`src/core/grf_top_end.sv`:
```
`default_nettype none
`default_nettype wire

```
`src/core/grf_pkg.sv`:
```
`default_nettype none
package grf_pkg;

	// --------------------------------------------------------------
	// bus and register map (word index, byte address = 4 * index)
	// --------------------------------------------------------------
	localparam int APB_AW = 12;
	localparam logic [9:0] IDX_RATE_RANGE = 10'h010;
	localparam logic [9:0] IDX_PATH_SELECT = 10'h011;
	localparam logic [9:0] IDX_FILTER = 10'h012;
	localparam logic [9:0] IDX_AXIS_SIGN_MAP = 10'h013;
	localparam logic [9:0] IDX_STATUS = 10'h030;

	// --------------------------------------------------------------
	// reset values and writable masks
	// --------------------------------------------------------------
	localparam logic [7:0] RST_RATE_RANGE = 8'h00;
	localparam logic [7:0] RST_PATH_SELECT = 8'h00;
	localparam logic [7:0] RST_FILTER = 8'h00;
	localparam logic [7:0] RST_AXIS_SIGN_MAP = 8'h00;
	localparam logic [7:0] MASK_RATE_RANGE = 8'hFB;
	localparam logic [7:0] MASK_PATH_SELECT = 8'h0F;
	localparam logic [7:0] MASK_FILTER = 8'hCF;
	localparam logic [7:0] MASK_AXIS_SIGN_MAP = 8'h3F;

	// --------------------------------------------------------------
	// field positions
	// --------------------------------------------------------------
	localparam int RATE_LSB = 5;
	localparam int RANGE_LSB = 3;
	localparam int BW_LSB = 0;
	localparam int INT_PATH_LSB = 2;
	localparam int OUT_PATH_LSB = 0;
	localparam int LOW_POWER_BIT = 7;
	localparam int HIGHPASS_BIT = 6;
	localparam int HPCF_LSB = 0;
	localparam int PITCH_SIGN_BIT = 5;
	localparam int ROLL_SIGN_BIT = 4;
	localparam int YAW_SIGN_BIT = 3;
	localparam int ORIENT_LSB = 0;
	localparam int ST_POWER_DOWN_BIT = 0;
	localparam int ST_COMMON_BIT = 1;
	localparam int ST_ACCEL_BIT = 2;
	localparam int ST_LP2_BIT = 3;
	localparam int ST_HPCF_BAD_BIT = 4;

	// --------------------------------------------------------------
	// codes
	// --------------------------------------------------------------
	localparam logic [1:0] RANGE_UNAVAIL = 2'b10;
	localparam logic [2:0] RATE_POWER_DOWN = 3'b000;
	localparam logic [2:0] RATE_14HZ = 3'b001;
	localparam logic [2:0] RATE_59HZ = 3'b010;
	localparam logic [2:0] RATE_119HZ = 3'b011;
	localparam logic [2:0] RATE_UNAVAIL = 3'b111;
	localparam logic [3:0] HPCF_MAX = 4'h9;
	localparam logic [2:0] ORIENT_XZY = 3'b001;
	localparam logic [2:0] ORIENT_YXZ = 3'b010;
	localparam logic [2:0] ORIENT_YZX = 3'b011;
	localparam logic [2:0] ORIENT_ZXY = 3'b100;
	localparam logic [2:0] ORIENT_ZYX = 3'b101;
	localparam logic [15:0] SAMPLE_MIN = 16'h8000;
	localparam logic [15:0] SAMPLE_MAX = 16'h7FFF;

	// --------------------------------------------------------------
	// lookup tables
	// --------------------------------------------------------------
	// output data rate in tenths of Hz, by rate code
	localparam logic [15:0] RATE_DHZ [8] = '{16'h0000, 16'h0095, 16'h0253, 16'h04A6,
		16'h094C, 16'h1298, 16'h2530, 16'h0000};
	// full scale in dps, by range code
	localparam logic [11:0] RANGE_DPS [4] = '{12'h0F5, 12'h1F4, 12'h000, 12'h7D0};
	// first low-pass cutoff in Hz, by rate code
	localparam logic [7:0] LP1_HZ [8] = '{8'h00, 8'h05, 8'h13, 8'h26,
		8'h4C, 8'h64, 8'h64, 8'h00};
	localparam logic [7:0] LP2_HZ_59 = 8'h10;
	// second low-pass cutoff in Hz, index {rate - 119 Hz code, bandwidth}
	localparam logic [7:0] LP2_HZ [16] = '{8'h0E, 8'h1F, 8'h1F, 8'h1F,
		8'h0E, 8'h1D, 8'h3F, 8'h4E, 8'h15, 8'h1C, 8'h39, 8'h64,
		8'h21, 8'h28, 8'h3A, 8'h64};
	// high-pass cutoff ladder in mHz; slower rates start further down it
	localparam logic [15:0] HP_LADDER_MHZ [16] = '{16'hDEA8, 16'h7530, 16'h3A98, 16'h1F40,
		16'h0FA0, 16'h07D0, 16'h03E8, 16'h01F4, 16'h00C8, 16'h0064, 16'h0032, 16'h0014,
		16'h000A, 16'h0005, 16'h0002, 16'h0001};
	localparam logic [3:0] HP_SHIFT [8] = '{4'h0, 4'h6, 4'h4, 4'h3, 4'h2, 4'h1, 4'h0, 4'h0};

endpackage
`default_nettype wire

```
`src/core/grf_top.sv`:
```
//
// Overview of operation
// - range code 00/01/11 gives 245/500/2000 dps
// - rate code selects power-down or data rate
// - rate field is common rate with accelerometer while accelerometer is active and gyro is not powered down
// - bandwidth plus rate sets second low-pass cutoff
// - first low-pass cutoff follows data rate only
// - interrupt path field picks interrupt signal version
// - output path field picks output signal version
// - low-power bit selects gyro low-power operation
// - high-pass enable bit inserts high-pass filter
// - four-bit code sets high-pass cutoff by rate
// - sign bits invert axes; orientation remaps axes
//
`default_nettype none
module grf_top
	import grf_pkg::*;
(
	// clock and reset
	input wire logic CLK_I,
	input wire logic RESET_N_I,
	// apb slave
	input wire logic PSEL_I,
	input wire logic PENABLE_I,
	input wire logic PWRITE_I,
	input wire logic [APB_AW-1:0] PADDR_I,
	input wire logic [31:0] PWDATA_I,
	input wire logic [3:0] PSTRB_I,
	output logic [31:0] PRDATA_O,
	output logic PREADY_O,
	output logic PSLVERR_O,
	// sensor core status
	input wire logic ACCEL_ACTIVE_I,
	// rate settings
	output logic GYRO_POWER_DOWN_O,
	output logic [2:0] GYRO_RATE_SEL_O,
	output logic [15:0] GYRO_RATE_DHZ_O,
	output logic [2:0] COMMON_RATE_SEL_O,
	output logic COMMON_RATE_VALID_O,
	output logic [1:0] GYRO_RANGE_SEL_O,
	output logic [11:0] GYRO_RANGE_DPS_O,
	// filter chain settings
	output logic [1:0] GYRO_BW_SEL_O,
	output logic [7:0] FIRST_LOWPASS_HZ_O,
	output logic [7:0] SECOND_LOWPASS_HZ_O,
	output logic SECOND_LOWPASS_ON_O,
	output logic GYRO_LOW_POWER_O,
	output logic HIGHPASS_ON_O,
	output logic [3:0] HIGHPASS_CUTOFF_SEL_O,
	output logic [15:0] HIGHPASS_CUTOFF_MHZ_O,
	output logic [1:0] INT_PATH_SEL_O,
	output logic [1:0] OUT_PATH_SEL_O,
	// rate samples in
	input wire logic SAMPLE_VALID_I,
	input wire logic [15:0] PITCH_RATE_I,
	input wire logic [15:0] ROLL_RATE_I,
	input wire logic [15:0] YAW_RATE_I,
	// rate samples out
	output logic SAMPLE_VALID_O,
	output logic [15:0] PITCH_RATE_O,
	output logic [15:0] ROLL_RATE_O,
	output logic [15:0] YAW_RATE_O
);

	// --------------------------------------------------------------
	// functions
	// --------------------------------------------------------------
	// picks input axis 0..2 (pitch, roll, yaw)
	function automatic logic [15:0] axis_pick(input logic [1:0] sel,
		input logic [15:0] x, input logic [15:0] y, input logic [15:0] z);
		logic [15:0] r;
		case (sel)
			2'd1: r = y;
			2'd2: r = z;
			default: r = x;
		endcase
		return r;
	endfunction

	// saturating negate keeps full-scale negative from wrapping
	function automatic logic [15:0] neg_sat(input logic [15:0] v, input logic inv);
		logic [15:0] r;
		r = v;
		if (inv) begin
			r = (v == SAMPLE_MIN) ? SAMPLE_MAX : 16'(~v + 16'h0001);
		end
		return r;
	endfunction

	function automatic logic is_mapped(input logic [9:0] idx);
		return idx == IDX_RATE_RANGE || idx == IDX_PATH_SELECT || idx == IDX_FILTER ||
			idx == IDX_AXIS_SIGN_MAP || idx == IDX_STATUS;
	endfunction

	// --------------------------------------------------------------
	// apb decode
	// --------------------------------------------------------------
	logic [9:0] word_idx;
	logic aligned, hit, setup_phase, wr_take;

	assign word_idx = PADDR_I[APB_AW-1:2];
	assign aligned = PADDR_I[1:0] == 2'b00;
	assign hit = aligned && is_mapped(word_idx);
	assign setup_phase = PSEL_I && !PENABLE_I;
	// a write lands once, at the access edge; only byte lane 0 carries data
	assign wr_take = PSEL_I && PENABLE_I && PWRITE_I && hit && PSTRB_I[0];

	// --------------------------------------------------------------
	// control registers
	// --------------------------------------------------------------
	logic [7:0] rate_range_q, rate_range_d;
	logic [7:0] path_q, path_d;
	logic [7:0] filter_q, filter_d;
	logic [7:0] orient_q, orient_d;
	logic [7:0] wbyte;
	logic [2:0] new_rate;
	logic [1:0] new_range;

	always_comb begin
		rate_range_d = rate_range_q;
		path_d = path_q;
		filter_d = filter_q;
		orient_d = orient_q;
		wbyte = PWDATA_I[7:0];
		new_rate = wbyte[RATE_LSB +: 3];
		new_range = wbyte[RANGE_LSB +: 2];
		if (wr_take) begin
			case (word_idx)
				IDX_RATE_RANGE: begin
					// reserved bits stay zero whatever the host writes
					rate_range_d = wbyte & MASK_RATE_RANGE;
					if (new_rate == RATE_UNAVAIL) begin
						rate_range_d[RATE_LSB +: 3] = rate_range_q[RATE_LSB +: 3];
					end
					if (new_range == RANGE_UNAVAIL) begin
						rate_range_d[RANGE_LSB +: 2] = rate_range_q[RANGE_LSB +: 2];
					end
				end
				IDX_PATH_SELECT: begin
					path_d = wbyte & MASK_PATH_SELECT;
				end
				IDX_FILTER: begin
					filter_d = wbyte & MASK_FILTER;
				end
				IDX_AXIS_SIGN_MAP: begin
					orient_d = wbyte & MASK_AXIS_SIGN_MAP;
				end
				default: begin
					orient_d = orient_q;
				end
			endcase
		end
	end

	always_ff @(posedge CLK_I or negedge RESET_N_I) begin
		if (!RESET_N_I) begin
			rate_range_q <= RST_RATE_RANGE;
			path_q <= RST_PATH_SELECT;
			filter_q <= RST_FILTER;
			orient_q <= RST_AXIS_SIGN_MAP;
		end else begin
			rate_range_q <= rate_range_d;
			path_q <= path_d;
			filter_q <= filter_d;
			orient_q <= orient_d;
		end
	end

	// --------------------------------------------------------------
	// field decode
	// --------------------------------------------------------------
	logic [2:0] rate_sel;
	logic [1:0] range_sel, bw_sel;
	logic [3:0] hpcf_sel;
	logic power_down;
	logic [7:0] lp1_hz, lp2_hz;
	logic lp2_on;
	logic [15:0] hp_mhz;

	assign rate_sel = rate_range_q[RATE_LSB +: 3];
	assign range_sel = rate_range_q[RANGE_LSB +: 2];
	assign bw_sel = rate_range_q[BW_LSB +: 2];
	assign hpcf_sel = filter_q[HPCF_LSB +: 4];
	assign power_down = rate_sel == RATE_POWER_DOWN;

	grf_filter_lut u_lut (
		.clk_i(CLK_I),
		.reset_n_i(RESET_N_I),
		.rate_i(rate_sel),
		.bw_i(bw_sel),
		.hpcf_i(hpcf_sel),
		.lp1_hz_o(lp1_hz),
		.lp2_hz_o(lp2_hz),
		.lp2_on_o(lp2_on),
		.hp_mhz_o(hp_mhz)
	);

	// --------------------------------------------------------------
	// setting outputs
	// --------------------------------------------------------------
	logic common_valid;

	// both sensors share the gyro rate only while the gyro runs
	assign common_valid = ACCEL_ACTIVE_I && !power_down;

	assign GYRO_POWER_DOWN_O = power_down;
	assign GYRO_RATE_SEL_O = rate_sel;
	assign GYRO_RATE_DHZ_O = RATE_DHZ[rate_sel];
	assign COMMON_RATE_SEL_O = common_valid ? rate_sel : RATE_POWER_DOWN;
	assign COMMON_RATE_VALID_O = common_valid;
	assign GYRO_RANGE_SEL_O = range_sel;
	assign GYRO_RANGE_DPS_O = RANGE_DPS[range_sel];
	assign GYRO_BW_SEL_O = bw_sel;
	assign FIRST_LOWPASS_HZ_O = lp1_hz;
	assign SECOND_LOWPASS_HZ_O = lp2_hz;
	assign SECOND_LOWPASS_ON_O = lp2_on;
	assign GYRO_LOW_POWER_O = filter_q[LOW_POWER_BIT];
	assign HIGHPASS_ON_O = filter_q[HIGHPASS_BIT];
	assign HIGHPASS_CUTOFF_SEL_O = hpcf_sel;
	assign HIGHPASS_CUTOFF_MHZ_O = hp_mhz;
	assign INT_PATH_SEL_O = path_q[INT_PATH_LSB +: 2];
	assign OUT_PATH_SEL_O = path_q[OUT_PATH_LSB +: 2];

	// --------------------------------------------------------------
	// axis remap and sign
	// --------------------------------------------------------------
	logic [1:0] src_p, src_r, src_y;
	logic [15:0] pitch_d, roll_d, yaw_d, pitch_q, roll_q, yaw_q;
	logic valid_d, valid_q;

	always_comb begin
		case (orient_q[ORIENT_LSB +: 3])
			ORIENT_XZY: {src_p, src_r, src_y} = {2'd0, 2'd2, 2'd1};
			ORIENT_YXZ: {src_p, src_r, src_y} = {2'd1, 2'd0, 2'd2};
			ORIENT_YZX: {src_p, src_r, src_y} = {2'd1, 2'd2, 2'd0};
			ORIENT_ZXY: {src_p, src_r, src_y} = {2'd2, 2'd0, 2'd1};
			ORIENT_ZYX: {src_p, src_r, src_y} = {2'd2, 2'd1, 2'd0};
			default: {src_p, src_r, src_y} = {2'd0, 2'd1, 2'd2};
		endcase
		// samples arriving in power-down are dropped
		valid_d = SAMPLE_VALID_I && !power_down;
		pitch_d = pitch_q;
		roll_d = roll_q;
		yaw_d = yaw_q;
		if (valid_d) begin
			pitch_d = neg_sat(axis_pick(src_p, PITCH_RATE_I, ROLL_RATE_I, YAW_RATE_I),
				orient_q[PITCH_SIGN_BIT]);
			roll_d = neg_sat(axis_pick(src_r, PITCH_RATE_I, ROLL_RATE_I, YAW_RATE_I),
				orient_q[ROLL_SIGN_BIT]);
			yaw_d = neg_sat(axis_pick(src_y, PITCH_RATE_I, ROLL_RATE_I, YAW_RATE_I),
				orient_q[YAW_SIGN_BIT]);
		end
	end

	always_ff @(posedge CLK_I or negedge RESET_N_I) begin
		if (!RESET_N_I) begin
			pitch_q <= 16'h0000;
			roll_q <= 16'h0000;
			yaw_q <= 16'h0000;
			valid_q <= 1'b0;
		end else begin
			pitch_q <= pitch_d;
			roll_q <= roll_d;
			yaw_q <= yaw_d;
			valid_q <= valid_d;
		end
	end

	assign SAMPLE_VALID_O = valid_q;
	assign PITCH_RATE_O = pitch_q;
	assign ROLL_RATE_O = roll_q;
	assign YAW_RATE_O = yaw_q;

	// --------------------------------------------------------------
	// apb read and error
	// --------------------------------------------------------------
	logic [31:0] rdata_d, rdata_q;
	logic slverr_d, slverr_q;
	logic [7:0] status_byte;

	always_comb begin
		status_byte = 8'h00;
		status_byte[ST_POWER_DOWN_BIT] = power_down;
		status_byte[ST_COMMON_BIT] = common_valid;
		status_byte[ST_ACCEL_BIT] = ACCEL_ACTIVE_I;
		status_byte[ST_LP2_BIT] = lp2_on;
		status_byte[ST_HPCF_BAD_BIT] = hpcf_sel > HPCF_MAX;
		rdata_d = rdata_q;
		slverr_d = slverr_q;
		// read data and error are captured in the setup cycle so both come from flops
		if (setup_phase) begin
			slverr_d = !hit;
			rdata_d = 32'h0000_0000;
			if (!PWRITE_I && hit) begin
				case (word_idx)
					IDX_RATE_RANGE: rdata_d[7:0] = rate_range_q;
					IDX_PATH_SELECT: rdata_d[7:0] = path_q;
					IDX_FILTER: rdata_d[7:0] = filter_q;
					IDX_AXIS_SIGN_MAP: rdata_d[7:0] = orient_q;
					default: rdata_d[7:0] = status_byte;
				endcase
			end
		end
	end

	always_ff @(posedge CLK_I or negedge RESET_N_I) begin
		if (!RESET_N_I) begin
			rdata_q <= 32'h0000_0000;
			slverr_q <= 1'b0;
		end else begin
			rdata_q <= rdata_d;
			slverr_q <= slverr_d;
		end
	end

	assign PREADY_O = 1'b1;
	assign PRDATA_O = rdata_q;
	assign PSLVERR_O = slverr_q && PSEL_I && PENABLE_I;

endmodule
`default_nettype wire

```
`src/core/grf_filter_lut.sv`:
```
`default_nettype none
module grf_filter_lut
	import grf_pkg::*;
(
	// clock and reset
	input wire logic clk_i,
	input wire logic reset_n_i,
	// settings
	input wire logic [2:0] rate_i,
	input wire logic [1:0] bw_i,
	input wire logic [3:0] hpcf_i,
	// registered cutoffs
	output logic [7:0] lp1_hz_o,
	output logic [7:0] lp2_hz_o,
	output logic lp2_on_o,
	output logic [15:0] hp_mhz_o
);

	// --------------------------------------------------------------
	// table decode
	// --------------------------------------------------------------
	logic [7:0] lp1_d, lp1_q, lp2_d, lp2_q;
	logic lp2_on_d, lp2_on_q;
	logic [15:0] hp_d, hp_q;
	logic [2:0] lp2_row;
	logic [3:0] hp_idx;

	always_comb begin
		lp2_row = rate_i - RATE_119HZ;
		hp_idx = hpcf_i + HP_SHIFT[rate_i];
		lp1_d = LP1_HZ[rate_i];
		lp2_d = 8'h00;
		lp2_on_d = 1'b0;
		hp_d = 16'h0000;
		if (hpcf_i <= HPCF_MAX && rate_i != RATE_POWER_DOWN && rate_i != RATE_UNAVAIL) begin
			hp_d = HP_LADDER_MHZ[hp_idx];
		end
		case (rate_i)
			RATE_POWER_DOWN, RATE_14HZ, RATE_UNAVAIL: begin
				lp2_on_d = 1'b0;
			end
			RATE_59HZ: begin
				lp2_on_d = 1'b1;
				lp2_d = LP2_HZ_59;
			end
			default: begin
				lp2_on_d = 1'b1;
				lp2_d = LP2_HZ[{lp2_row[1:0], bw_i}];
			end
		endcase
	end

	always_ff @(posedge clk_i or negedge reset_n_i) begin
		if (!reset_n_i) begin
			lp1_q <= 8'h00;
			lp2_q <= 8'h00;
			lp2_on_q <= 1'b0;
			hp_q <= 16'h0000;
		end else begin
			lp1_q <= lp1_d;
			lp2_q <= lp2_d;
			lp2_on_q <= lp2_on_d;
			hp_q <= hp_d;
		end
	end

	assign lp1_hz_o = lp1_q;
	assign lp2_hz_o = lp2_q;
	assign lp2_on_o = lp2_on_q;
	assign hp_mhz_o = hp_q;

endmodule
`default_nettype wire

```
`config.mk`:
```
export PLATFORM = sky130hd
export DESIGN_NAME = grf_top
export DESIGN_NICKNAME = d
export VERILOG_FILES = /design/src/core/grf_top_end.sv /design/src/core/grf_pkg.sv /design/src/core/grf_top.sv /design/src/core/grf_filter_lut.sv
export SDC_FILE = /design/constraint.sdc
export NUM_CORES = 1
export LEC_CHECK = 0
export BUFFER_PORTS_ARGS = -buffer_cell sky130_fd_sc_hd__buf_2
export CORE_ASPECT_RATIO = 1.4
export CORE_MARGIN = 2
export CORE_UTILIZATION = 41
export DETAILED_ROUTE_END_ITERATION = 8
export PLACE_DENSITY = 0.74
export SYNTH_ARGS = -nofsm -noshare
export SYNTH_HDL_FRONTEND = slang
export SYNTH_SLANG_ARGS = --single-unit
```
`constraint.sdc`:
```
create_clock -name CLK_I -period 6.6 [get_ports CLK_I]
set_clock_uncertainty 0.1 [all_clocks]
set_input_delay 1.32 -clock CLK_I [delete_from_list [all_inputs] [get_ports CLK_I]]
set_output_delay 1.32 -clock CLK_I [all_outputs]
set_load 0.01 [all_outputs]
```
==> summary.txt <==
Timing
  • Final clock period utilization by the worst path: 0.6455
  • Maximum operating frequency: 234.7 MHz
  • Setup repair after global routing missed its margin: no
  • Final WS setup: 2340 ps
  • Number of setup violations in the final report: 0
  • Final max-slew violation count: 0
  • Post-layout minimum cycle time: 4260 ps
  • Count of endpoints failing hold in the final timing report: 0
  • Transition at the pin with the smallest max-transition slack: 1001 ps
  • Total negative slack: 0 ps
  • Relative slew slack: 0.3286

Cells and area
  • Area growth, synth to finish: 14.68%
  • Filler cell count: 1933
  • Fraction of layout cells with a size suffix above 1: 0.2580
  • Commonest non-fill, non-tap cell in the layout: buf_2
  • Fin nets: 1212
  • Post-layout instance area: around 0.0094 mm^2
  • Most used cells in the layout excluding fill and tap cells: buf_2 (208), dfrtp_1 (110), a21oi_1 (78)
  • Filler-free cell count of the finished design: 1346

Placed design
  • Port Buffer Count: between 200 and 250
  • Global placement routability congestion: 0.9140
  • DP Cell Count: 1325
  • Placed standard-cell area: 0.009112 mm^2
  • Detailed Place HPWL: ~19 mm
  • Pre-CTS setup slack: 2375 ps

Floorplanning
  • DIE AREA: 0.02123 mm^2
  • DIE HEIGHT: approximately 170 um
  • Area of the placeable core: approximately 0.02 mm^2
  • Top-level port count: 269
  • Effective utilization at floorplan: 0.4162
  • Die width: between 100 and 150 um
  • Cell row count: just over 60

Global route
  • Number of antenna violations at the first check in global routing: 8
  • Wire length of the first global-routing pass: 39.43 mm
  • Global-route usage over all layers: 0.2406
  • Maximum number of pins on one net before global-route repair: between 80 and 90
  • Number of global-route vias before repair: around 7100
  • Overflow after GRT: 0

Synthesis
  • Cell types occupying the most area after synthesis: dfrtp_1 (34%), a21oi_1 (4.7%), o21ai_0 (3.8%), buf_4 (3.7%), ha_1 (3.7%)
  • Syn Std Cell Area: 0.008227 mm^2
  • Number of warning messages in the yosys log: 0
  • Synth area leader: dfrtp_1
  • Number of flip-flops and latches in the synthesized netlist: 112
  • Synth Area per Inst: 8.827 um^2
  • Sequential element share of the synthesized area: 0.3407
  • Async SR Flop Fraction: 1.000
  • Cell count after synthesis: 932
  • Proportion of netlist area held by the largest area contributor: 0.3407
  • Number of distinct library cells after synthesis: 72
  • Most frequently used flop master after synthesis: dfrtp_1
  • Number of flops mapped to enable cells by yosys: 0

Drt
  • Number of detailed-route iterations in the first pass: 7
  • DRC violations left: 0
  • Via Count: 7846
  • Initial DRC count: 528
  • Antenna Nets Post-Route: 0
  • Post-detailed-routing wire length: 25.72 mm
  • Routed length per placed instance: between 15 and 20 um
  • Post-DR vias/cell: 5.829

Run
  • Max-cap violations: 0

Clock network
  • CTS hold repair buffers: 0
  • Clock slew seen by the registers of the worst setup and hold paths: 70 ps
  • Clk sink count: 112
  • Resized cells post-CTS: 0
  • Worst skew pair latency: 350 ps
  • Number of H-tree branching levels: 3
  • Buffer levels on the longest clock path: 2
  • TritonCTS Buffers: 9
  • Clock tree from TritonCTS: built
  • Number of post-CTS setup repair buffers: 0
  • Root buffer selected by CTS: clkbuf_16

Setup path
  • Crit Path Category: flop to flop
  • Maximum fanout along the worst path: 33
  • Data required, critical path: 6790 ps
  • Crit path arrival time: 4450 ps
  • Startpoint type of the worst setup path: flop
  • Kind of end point of the critical path: flop

Pwr
  • Total power per unit cell area: 152.4 mW/mm^2
  • Leakage power: between 4 and 5 nW
  • Post-layout total power: around 1.4 mW
  • Worst VDD drop: 0.09736 mV

Status
  • Run status: complete, no violations

Min path
  • Class of the worst hold path: flop to flop
[sequential cells by signal, summed over array words and instances (netlist names)]
name / cells
path_q: 4
u_lut.lp2_on_o: 1
PITCH_RATE_O: 16
u_lut.lp1_hz_o: 7
PRDATA_O: 8
u_lut.lp2_hz_o: 7
ROLL_RATE_O: 16
YAW_RATE_O: 16
orient_q: 6
slverr_q: 1
u_lut.hp_mhz_o: 16
SAMPLE_VALID_O: 1
rate_range_q: 7
filter_q: 6
[kinds of logic after synthesis]
logic type,synth area share
AO/OA/AOI/OAI,0.2517
AND/OR/NAND/NOR,0.1705
buffers and inverters,0.09658
flip-flops,0.3407
multiplexers,0.05810
XOR/XNOR,0.04259
adder cells (fa/ha/maj),0.03894
other,0.0009129
[Yosys cell counts, types with 8 or more instances]
cell type	instances
and3_1	9
a32o_1	19
xor2_1	13
a21oi_1	78
nand3_1	16
o21ai_0	63
ha_1	24
dfrtp_1	112
nand4_1	8
a221o_1	12
nand2_1	75
buf_4	41
or3b_2	9
nor2_1	59
clkbuf_1	34
inv_1	31
mux2i_1	23
buf_2	17
xnor2_1	27
nor2b_1	9
or3_1	8
nor3_1	17
buf_6	12
nor3b_1	15
a211oi_1	27
nand2b_1	9
mux2_2	16
and2_1	12
o22a_1	23
a221oi_1	20
[where the power goes]
part	switching, mW	total [mW]	internal (mW)	leakage [nW]
clock	0.257	0.575	0.319	0.148
combinational	0.109	0.166	0.0570	2.85
sequential	0.00385	0.697	0.693	1.53
total	0.370	1.44	1.07	4.53
[worst paths after layout]
path,startpoint,to,slack (ps),cells after the start
max in group asynchronous,RESET_N_I,PITCH_RATE_O[9]$_DFFE_PN0P_,4230,2
worst max-delay path,orient_q[2]$_DFFE_PN0P_,PITCH_RATE_O[0]$_DFFE_PN0P_,2340,9
min in group asynchronous,RESET_N_I,u_lut.lp2_hz_o[3]$_DFF_PN0_,860,1
worst max register to register,orient_q[2]$_DFFE_PN0P_,PITCH_RATE_O[0]$_DFFE_PN0P_,2340,9
worst min register to register,PRDATA_O[1]$_DFFE_PN0P_,PRDATA_O[1]$_DFFE_PN0P_,390,2
worst min-delay path,PRDATA_O[1]$_DFFE_PN0P_,PRDATA_O[1]$_DFFE_PN0P_,390,2
[area by class of cell]
type                       instances  area, um^2  share of cell area
antenna                            5       12.51            0.001326
clock buffer                      13       260.3             0.02759
clock inverter                     3       48.80            0.005172
inverter                          33       123.9             0.01313
multi-input combinational        709        4742              0.5027
sequential                       112        2808              0.2976
tap                              252       315.3             0.03342
timing repair buffer             219        1124              0.1191
[routing by layer]
layer  GRT usage  share of wire  up-vias  wire length, um
met4     0.08992          0.029        6              751
met1      0.2826           0.38     3794             9796
met2      0.4276           0.52      332            13390
met3     0.04741          0.068       48             1750
li1            -              -     3666                -
met5           0         0.0011        -               28
[per-stage QoR]
| stage | utilization | hold WS [ps] |
|---|---|---|
| final | 0.4772 | 385.8 |
| after global placement | 0.4610 | 369.1 |
| after CTS | 0.4766 | 388.2 |
| after global routing | 0.4770 | 407.7 |
| after detailed placement | 0.4610 | 372.9 |
| after floorplan | - | 372.0 |
[critical path, cell delays in order, from the launching register on]
cell and delay [ps]:
dfrtp_2 620, ha_1 820, inv_1 370, o21ai_0 470
ha_1 240, nand3_1 130, or3_1 530, o31ai_2 500
buf_4 260, o22a_1 150
Power figures use the tool's default switching activity.
